## src/hdl/pss_pkg.sv

```systemverilog
// Purpose: Shared constants and types of the pin addressed set selector.
// Assumes: A 250 MHz clock and a word wide register port.
// Notes:   Offsets are byte addresses of aligned 32-bit words.
package pss_pkg;

  // Clock and the quiet time after an address line moves.
  localparam int CLK_NS     = 4;
  localparam int SETTLE_NS  = 16;
  localparam int SETTLE_CYC = (SETTLE_NS + CLK_NS - 1) / CLK_NS;

  // Stored set limits.
  localparam int         MAX_SETS      = 4;
  localparam logic [2:0] SET_COUNT_MAX = 3'h4;
  localparam logic [2:0] SET_COUNT_MIN = 3'h1;
  localparam logic [2:0] SET_COUNT_RST = 3'h2;
  localparam logic [2:0] SET_COUNT_TWO = 3'h2;

  // Register offsets.
  localparam logic [7:0] OFS_CTRL      = 8'h00;
  localparam logic [7:0] OFS_SET_COUNT = 8'h04;
  localparam logic [7:0] OFS_BIT_PICK  = 8'h08;
  localparam logic [7:0] OFS_BIT_LINE  = 8'h0C;
  localparam logic [7:0] OFS_LINE_INV  = 8'h10;
  localparam logic [7:0] OFS_SLOT      = 8'h14;
  localparam logic [7:0] OFS_SAVE      = 8'h18;
  localparam logic [7:0] OFS_ACTIVE    = 8'h1C;
  localparam logic [7:0] OFS_STATUS    = 8'h20;

  // Field positions.
  localparam int CTRL_ON_BIT   = 0;
  localparam int CTRL_POL_LSB  = 1;
  localparam int STAT_WAIT_BIT = 0;
  localparam int STAT_BUSY_BIT = 1;
  localparam int STAT_SET_LSB  = 2;

  // Advance policies; only the pin chosen one is served here.
  localparam logic [1:0] POLICY_RST         = 2'h0;
  localparam logic [1:0] PIN_CHOSEN_ADVANCE = 2'h1;

  // Sequencer states.
  typedef enum logic [2:0] {
    ST_OFF,
    ST_WAIT,
    ST_LOAD,
    ST_FRAME
  } pss_state_t;

endpackage : pss_pkg

```

## src/hdl/pss_select.sv

```systemverilog
// Purpose: Loads a stored parameter set per frame, picked by two lines.
// Assumes: Lines, trigger and frame end are synchronous to clk_i.
// Notes:   The active word is the set of sequence parameters in use.

module pss_select #(
  parameter int W          = 32,
  parameter int SETTLE_CYC = pss_pkg::SETTLE_CYC
) (
  // Clock and reset.
  input  wire logic         clk_i,
  input  wire logic         reset_i,
  // Register port.
  input  wire logic [7:0]   reg_addr_i,
  input  wire logic [31:0]  reg_wdata_i,
  input  wire logic         reg_wr_i,
  input  wire logic         reg_rd_i,
  output logic      [31:0]  reg_rdata_o,
  // Trigger source side.
  input  wire logic         input_line_one_i,
  input  wire logic         input_line_two_i,
  input  wire logic         frame_trig_i,
  input  wire logic         frame_done_i,
  // Acquisition side.
  output logic      [W-1:0] active_param_o,
  output logic      [1:0]   current_set_o,
  output logic              waiting_o,
  output logic              acq_busy_o
);

  typedef struct packed {
    pss_pkg::pss_state_t st;
    logic                sequencer_on;
    logic [1:0]          set_advance_policy;
    logic [2:0]          stored_set_count;
    logic                addr_bit_pick;
    logic [1:0]          addr_bit_line;
    logic [1:0]          line_inv;
    logic [1:0]          slot_index;
    logic [W-1:0]        active;
    logic [W-1:0]        backup;
    logic [1:0]          cur_set;
    logic                trig_prev;
    logic [1:0]          lines_prev;
    logic [3:0]          settle;
    logic [31:0]         rdata;
  } pss_state_vec_t;

  pss_state_vec_t s;
  pss_state_vec_t next_s;

  logic         mem_wr;
  logic         mem_rd;
  logic [1:0]   mem_rd_addr;
  logic [W-1:0] mem_rd_data;

  logic [1:0]   lines;
  logic [1:0]   line_val;
  logic         bit0;
  logic         bit1;
  logic [1:0]   pin_addr;
  logic [1:0]   set_addr;
  logic         line_moved;
  logic         waiting;
  logic         trig_edge;
  logic         run_ok;
  logic         eff_pick;
  logic [2:0]   cnt_req;
  logic [31:0]  status;

  // Stored sets live in their own little memory.
  pss_set_mem #(
    .W     (W),
    .DEPTH (pss_pkg::MAX_SETS),
    .AW    (2)
  ) u_mem (
    .clk_i     (clk_i),
    .reset_i   (reset_i),
    .wr_en_i   (mem_wr),
    .wr_addr_i (s.slot_index),
    .wr_data_i (s.active),
    .rd_en_i   (mem_rd),
    .rd_addr_i (mem_rd_addr),
    .rd_data_o (mem_rd_data)
  );

  // Line levels to address bits, each through its own invert.
  assign lines    = {input_line_two_i, input_line_one_i};
  assign line_val = lines ^ s.line_inv;
  assign bit0     = line_val[s.addr_bit_line[0]];
  assign bit1     = line_val[s.addr_bit_line[1]];

  // Address width follows the set count; an address past the last
  // set is clipped to it so no unfilled slot can be reached.
  always_comb begin
    pin_addr = 2'h0;
    set_addr = 2'h0;
    if (s.stored_set_count > pss_pkg::SET_COUNT_TWO) begin
      pin_addr = {bit1, bit0};
    end else if (s.stored_set_count == pss_pkg::SET_COUNT_TWO) begin
      pin_addr = {1'b0, bit0};
    end
    set_addr = pin_addr;
    if ({1'b0, pin_addr} >= s.stored_set_count) begin
      set_addr = 2'(s.stored_set_count - 3'h1);
    end
  end

  // A moving line opens a quiet window in which triggers are lost.
  assign line_moved = (lines != s.lines_prev);
  assign waiting    = (s.st == pss_pkg::ST_WAIT) && !line_moved &&
                      (s.settle == 4'h0);
  assign trig_edge  = frame_trig_i && !s.trig_prev;
  assign run_ok     = s.sequencer_on &&
                      (s.set_advance_policy ==
                       pss_pkg::PIN_CHOSEN_ADVANCE);

  // Count two forces bit 0 as the configured bit.
  assign eff_pick = (s.stored_set_count > pss_pkg::SET_COUNT_TWO) ?
                    s.addr_bit_pick : 1'b0;

  // Requested count, limited into the legal range.
  always_comb begin
    cnt_req = reg_wdata_i[2:0];
    if (reg_wdata_i > 32'(pss_pkg::SET_COUNT_MAX)) begin
      cnt_req = pss_pkg::SET_COUNT_MAX;
    end else if (reg_wdata_i == 32'h0) begin
      cnt_req = pss_pkg::SET_COUNT_MIN;
    end
  end

  // Save strobe goes straight to the memory write port.
  assign mem_wr = reg_wr_i && (reg_addr_i == pss_pkg::OFS_SAVE) &&
                  reg_wdata_i[0];

  // A read of the addressed slot is issued on an accepted trigger.
  assign mem_rd      = waiting && trig_edge && run_ok;
  assign mem_rd_addr = set_addr;

  // Status word seen by software.
  always_comb begin
    status = 32'h0;
    status[pss_pkg::STAT_WAIT_BIT] = waiting;
    status[pss_pkg::STAT_BUSY_BIT] = (s.st == pss_pkg::ST_LOAD) ||
                                     (s.st == pss_pkg::ST_FRAME);
    status[pss_pkg::STAT_SET_LSB +: 2] = s.cur_set;
  end

  // Next state: register writes, read data and the sequencer.
  always_comb begin
    next_s           = s;
    next_s.trig_prev = frame_trig_i;
    next_s.lines_prev = lines;
    if (line_moved) begin
      next_s.settle = 4'(SETTLE_CYC);
    end else if (s.settle != 4'h0) begin
      next_s.settle = s.settle - 4'h1;
    end

    // Register writes; setup is assumed changed only while off.
    if (reg_wr_i) begin
      unique case (reg_addr_i)
        pss_pkg::OFS_CTRL: begin
          next_s.sequencer_on = reg_wdata_i[pss_pkg::CTRL_ON_BIT];
          next_s.set_advance_policy =
            reg_wdata_i[pss_pkg::CTRL_POL_LSB +: 2];
        end
        pss_pkg::OFS_SET_COUNT: begin
          next_s.stored_set_count = cnt_req;
          if (cnt_req <= pss_pkg::SET_COUNT_TWO) begin
            next_s.addr_bit_pick = 1'b0;
          end
        end
        pss_pkg::OFS_BIT_PICK: begin
          next_s.addr_bit_pick = reg_wdata_i[0];
        end
        pss_pkg::OFS_BIT_LINE: begin
          next_s.addr_bit_line[eff_pick] = reg_wdata_i[0];
        end
        pss_pkg::OFS_LINE_INV: begin
          next_s.line_inv = reg_wdata_i[1:0];
        end
        pss_pkg::OFS_SLOT: begin
          next_s.slot_index = reg_wdata_i[1:0];
        end
        pss_pkg::OFS_ACTIVE: begin
          if (s.st == pss_pkg::ST_OFF) begin
            next_s.active = reg_wdata_i[W-1:0];
          end
        end
        default: begin
        end
      endcase
    end

    // Read data stand only in the cycle after the strobe.
    next_s.rdata = 32'h0;
    if (reg_rd_i) begin
      unique case (reg_addr_i)
        pss_pkg::OFS_CTRL: begin
          next_s.rdata[pss_pkg::CTRL_ON_BIT] = s.sequencer_on;
          next_s.rdata[pss_pkg::CTRL_POL_LSB +: 2] =
            s.set_advance_policy;
        end
        pss_pkg::OFS_SET_COUNT: begin
          next_s.rdata[2:0] = s.stored_set_count;
        end
        pss_pkg::OFS_BIT_PICK: begin
          next_s.rdata[0] = eff_pick;
        end
        pss_pkg::OFS_BIT_LINE: begin
          next_s.rdata[0] = s.addr_bit_line[eff_pick];
        end
        pss_pkg::OFS_LINE_INV: begin
          next_s.rdata[1:0] = s.line_inv;
        end
        pss_pkg::OFS_SLOT: begin
          next_s.rdata[1:0] = s.slot_index;
        end
        pss_pkg::OFS_ACTIVE: begin
          next_s.rdata[W-1:0] = s.active;
        end
        pss_pkg::OFS_STATUS: begin
          next_s.rdata = status;
        end
        default: begin
        end
      endcase
    end

    // Sequencer. Switching off mid frame lets the frame finish first.
    unique case (s.st)
      pss_pkg::ST_OFF: begin
        if (run_ok) begin
          next_s.backup = s.active;
          next_s.st     = pss_pkg::ST_WAIT;
        end
      end
      pss_pkg::ST_WAIT: begin
        if (!run_ok) begin
          next_s.active = s.backup;
          next_s.st     = pss_pkg::ST_OFF;
        end else if (mem_rd) begin
          next_s.cur_set = set_addr;
          next_s.st      = pss_pkg::ST_LOAD;
        end
      end
      pss_pkg::ST_LOAD: begin
        next_s.active = mem_rd_data;
        next_s.st     = pss_pkg::ST_FRAME;
      end
      pss_pkg::ST_FRAME: begin
        if (frame_done_i) begin
          if (run_ok) begin
            next_s.st = pss_pkg::ST_WAIT;
          end else begin
            next_s.active = s.backup;
            next_s.st     = pss_pkg::ST_OFF;
          end
        end
      end
    endcase
  end

  // State register; the reset values are all constants.
  always_ff @(posedge clk_i or posedge reset_i) begin
    if (reset_i) begin
      s                    <= '0;
      s.st                 <= pss_pkg::ST_OFF;
      s.set_advance_policy <= pss_pkg::POLICY_RST;
      s.stored_set_count   <= pss_pkg::SET_COUNT_RST;
    end else begin
      s <= next_s;
    end
  end

  // Outputs.
  assign reg_rdata_o    = s.rdata;
  assign active_param_o = s.active;
  assign current_set_o  = s.cur_set;
  assign waiting_o      = waiting;
  assign acq_busy_o     = status[pss_pkg::STAT_BUSY_BIT];

endmodule : pss_select

```

## src/hdl/pss_set_mem.sv

```systemverilog
// Purpose: Small store of parameter sets with a registered read port.
// Assumes: One write and one read port on the same clock.
// Notes:   Read data stand one cycle after the read enable.
module pss_set_mem #(
  parameter int W     = 32,
  parameter int DEPTH = 4,
  parameter int AW    = 2
) (
  // Clock and reset.
  input  wire logic          clk_i,
  input  wire logic          reset_i,
  // Write port.
  input  wire logic          wr_en_i,
  input  wire logic [AW-1:0] wr_addr_i,
  input  wire logic [W-1:0]  wr_data_i,
  // Read port.
  input  wire logic          rd_en_i,
  input  wire logic [AW-1:0] rd_addr_i,
  output logic      [W-1:0]  rd_data_o
);

  typedef struct packed {
    logic [DEPTH-1:0][W-1:0] mem;
    logic [W-1:0]            rd;
  } pss_mem_state_t;

  pss_mem_state_t s;
  pss_mem_state_t next_s;

  // A save overwrites the whole slot; a read takes the old word.
  always_comb begin
    next_s = s;
    if (wr_en_i) begin
      next_s.mem[wr_addr_i] = wr_data_i;
    end
    if (rd_en_i) begin
      next_s.rd = s.mem[rd_addr_i];
    end
  end

  // State register.
  always_ff @(posedge clk_i or posedge reset_i) begin
    if (reset_i) begin
      s <= '0;
    end else begin
      s <= next_s;
    end
  end

  assign rd_data_o = s.rd;

endmodule : pss_set_mem

```

## config.mk

```make
export PLATFORM = sky130hd
export DESIGN_NAME = pss_select
export DESIGN_NICKNAME = d
export VERILOG_FILES = /design/src/hdl/pss_pkg.sv /design/src/hdl/pss_select.sv /design/src/hdl/pss_set_mem.sv
export SDC_FILE = /design/constraint.sdc
export NUM_CORES = 1
export LEC_CHECK = 0
export ABC_AREA = 1
export ABC_CLOCK_PERIOD_IN_PS = 9700
export BUFFER_PORTS_ARGS = -buffer_cell sky130_fd_sc_hd__buf_4
export CAP_MARGIN = 20
export CORE_ASPECT_RATIO = 1.2
export CORE_UTILIZATION = 25
export CTS_CLUSTER_DIAMETER = 40
export DETAILED_ROUTE_END_ITERATION = 16
export PLACE_DENSITY = 0.41
export RECOVER_POWER = 100
export SYNTH_ARGS = -nofsm -noshare
export SYNTH_HDL_FRONTEND = slang
export SYNTH_SLANG_ARGS = --single-unit
```

## constraint.sdc

```tcl
create_clock -name clk_i -period 9.7 [get_ports clk_i]
set_input_delay 0 -clock clk_i [delete_from_list [all_inputs] [get_ports clk_i]]
set_output_delay 0 -clock clk_i [all_outputs]
set_load 0.1 [all_outputs]
```

==> impl_metrics.py <==
metrics = {
    "floorplanning": {
        "ios": 116,
        "initial_core_util_pct": 25.4,
        "num_rows": 94,
        "die_height_microns": 261,
        "dieArea_sq_um": 56700,
        "core_sq_um": 54900,
        "die_x_microns": 218,
    },
    "power": {
        "p_clk_share_pct": 58.0,
        "p_leak_uw": 0.00786,
        "p_sw_share_pct": 26.7,
        "combPwrFrac_pct": 9.8,
        "power_uw": 3750,
        "p_per_area_nw_per_um2": 222,
        "p_seq_share_pct": 32.1,
        "p_int_uw": 2750,
        "ir_drop_mv": 0.116,
        "switchingPower_uw": 1000,
    },
    "synthesis": {
        "yosys.area_share.xor_xnor_pct": 0.189,
        "syn_area_per_cell_sq_um": 8.21,
        "synth_area_sq_um": 13900,
        "syn_nets": 1750,
        "synth.most_common_cell": "nand2_1",
        "synthTopCellsByArea": "dfrtp_1 50%, nand2_1 13%, inv_1 6.2%",
        "yosys_warnings": 0,
        "synth_edf_count": 0,
        "ys_ff_latch": 280,
        "seq_area_frac_synth_pct": 50.3,
        "synthCells": 1697,
        "muxShareOfSynthArea_pct": 0,
        "synth_compound_area_share_pct": 12.3,
        "synth.distinct_cells": 40,
        "ys_top_cells_by_count": "490 x nand2_1, 279 x dfrtp_1, 231 x inv_1",
        "synth_top_family_by_area": "simple AND/OR/NAND/NOR gates",
        "synthArstFlopShare_pct": 100,
        "synth_flop_cell": "dfrtp_1",
        "netlist.area_leader.share_pct": 50.1,
        "synthSimpleGateAreaFrac_pct": 22.7,
        "yosysTopAreaCell": "dfrtp_1",
        "synth_fa_ha_area_share_pct": 0.449,
    },
    "placement": {
        "finalWeightedCongestion": 0.773,
        "dp_cells": 2388,
        "hpwl_microns": 24300,
        "portBuffers": 115,
    },
    "routing": {
        "antenna_left": 0,
        "wl_per_cell_microns": 16.6,
        "met3_length_microns": 2290,
        "routed-via-count": 11200,
        "viasPerCell": 4.37,
        "wl_microns": 42300,
        "drt_iter0_markers": 542,
        "drc_errors": 0,
        "drt-met1-wl_microns": 18900,
        "topRoutingLayerUsed": "met4",
        "wl_met2_microns": 20100,
        "drt_pass1_iterations": 5,
    },
    "run_status": {
        "violations": "capacitance limit, slew limit",
        "outcome": "finished with violations",
    },
    "timing": {
        "slew_viol_final": 697,
        "finClkSkew_ns": 0.0158,
        "slew_headroom_pct": -210,
        "rsz0062_at_grt": "false",
        "fmax_mhz": 175,
        "worst_pin_slew_ns": 4.63,
        "setup_viol": 0,
        "finalSetupTns_ns": 0,
        "hold_viol": 0,
        "fin_crit_ns": 5.70,
        "post-route-period-util_pct": 58.8,
    },
    "clocking": {
        "clk_pin_slew_ns": 0.05,
        "cts_buffers": 58,
        "cts_hold_buf": 53,
        "htreeDepth": 2,
        "root_buffer": "clkbuf_16",
        "cts.path.max_buffers": 3,
        "ctsResizeCount": 0,
        "clk_latency_ns": 0.60,
        "cts_sinks": 280,
        "post_cts_buffers": 0,
        "cts_tree": "built",
    },
    "finish": {
        "syn_to_final_growth_pct": 21.4,
        "n_fill_cell": 5950,
        "register_area_sq_um": 7010,
        "nets": 1834,
        "stdcell_count": 2552,
        "drive_gt1_share_pct": 9.78,
        "final_core_util_pct": 30.8,
        "multi_input_area_sq_um": 4780,
    },
    "critical_path": {
        "end_kind": "register",
        "crit_type": "reg -> reg",
        "required_ns": 10.11,
        "crit_start": "s[118]",
        "critPathMaxFanout": 36,
        "r2r_end": "active_param_o[2]",
        "cp-start-kind": "register",
        "reg2reg_depth": 7,
        "reg2reg_from": "s[118]",
        "crit_path_end": "active_param_o[2]",
        "cp.arrival_ns": 6.11,
        "rrSetupSlack_ns": 4.00,
    },
    "global_routing": {
        "antenna_found_initial": 0,
        "grt_usage_pct": 15.3,
        "grt_max_degree": 98,
        "grt_pass1_vias": 11600,
        "grt_pass1_wl_microns": 67200,
        "overflow": 0,
    },
    "run": {
        "maxCapViolations": 14,
    },
    "worst_hold_path": {
        "worstHoldPathType": "in -> reg",
    },
}
## placed cells by master (no fill, tap or decap), types with 4 or more instances in the layout
| master | netlist | final |
|---|---|---|
| inv_2 | 5 | 4 |
| o31ai_1 | 32 | 32 |
| clkbuf_8 | 0 | 8 |
| o21ai_1 | 91 | 5 |
| o21ai_0 | 56 | 179 |
| buf_4 | 69 | 46 |
| nand2_1 | 490 | 485 |
| a32o_1 | 32 | 32 |
| dlygate4sd3_1 | 0 | 53 |
| dfrtp_1 | 279 | 279 |
| nor2_1 | 97 | 99 |
| inv_6 | 0 | 5 |
| nand2_2 | 0 | 5 |
| bufinv_16 | 0 | 12 |
| clkbuf_1 | 24 | 80 |
| nand3_1 | 142 | 148 |
| clkinvlp_4 | 0 | 10 |
| nor3_1 | 4 | 4 |
| nand4_1 | 4 | 4 |
| clkinv_2 | 1 | 12 |
| clkbuf_16 | 0 | 58 |
| ha_1 | 5 | 5 |
| inv_1 | 231 | 231 |
## metrics by stage
stage	setup slack [ns]	hold slack, ns	cell area (sq um)
after floorplan	1.98	0.0314	13900
after global placement	6.18	0.122	14800
after detailed placement	6.01	0.125	14800
after CTS	5.98	0.0251	17400
after global routing	2.87	0.118	16900
final	4.00	0.102	16900
## critical path, stage by stage (launching register included)
cell	delay, ns
dfrtp_1	0.36
inv_1	0.72
a21oi_4	0.36
clkbuf_1	1.66
nand2_1	0.09
o21ai_0	0.90
clkbuf_1	1.16
o31ai_1	0.24
## power by group through the flow
stage | combinational [uW] | clock (uW) | sequential [uW]
after global routing | 408 | 2280 | 1210
after floorplan | 290 | 0 | 1220
after detailed placement | 382 | 0 | 1220
after CTS | 399 | 2230 | 1210
final | 368 | 2180 | 1200
after global placement | 379 | 0 | 1220
## metal layers
| metal | global-route usage, % | vias up |
|---|---|---|
| met5 | 0 | - |
| met4 | 4.81 | 0 |
| met3 | 3.47 | 71 |
| met2 | 25.7 | 230 |
| met1 | 19.5 | 5364 |
| li1 | - | 5488 |
## worst min-delay path by stage
stage | startpoint | to | slack, ns | depth (start not counted)
6_report | frame_trig_i | s[38] | 0.10 | 2
3_5_place_dp | frame_trig_i | s[38] | 0.12 | 1
5_1_grt | frame_trig_i | s[38] | 0.12 | 2
4_1_cts | frame_trig_i | s[38] | 0.03 | 2
3_3_place_gp | frame_trig_i | s[38] | 0.12 | 1
2_1_floorplan | input_line_one_i | s[36] | 0.03 | 0
## cell families after synthesis
family,count (synthesis)
simple gates,754
buf+inv,393
fa+ha+maj,5
xor+xnor,3
compound gates,262
flops,280
## layout make-up
type / count / share of cell area (%)
Multi-Input combinational cell: 1024 / 28.2
Antenna cell: 1 / 0.0148
Inverter: 237 / 5.27
Timing Repair Buffer: 180 / 7.04
Tap cell: 720 / 5.33
Clock inverter: 42 / 3.39
Sequential cell: 280 / 41.4
Clock buffer: 68 / 9.28
## flip-flops by register name (all words and copies together) (netlist names), named ones only
signal and flops:
s 53, reg_rdata_o 32, active_param_o 32, u_mem.s 128, u_mem.rd_data_o 32, current_set_o 2
Note: power is estimated with default switching activity, not from simulation.
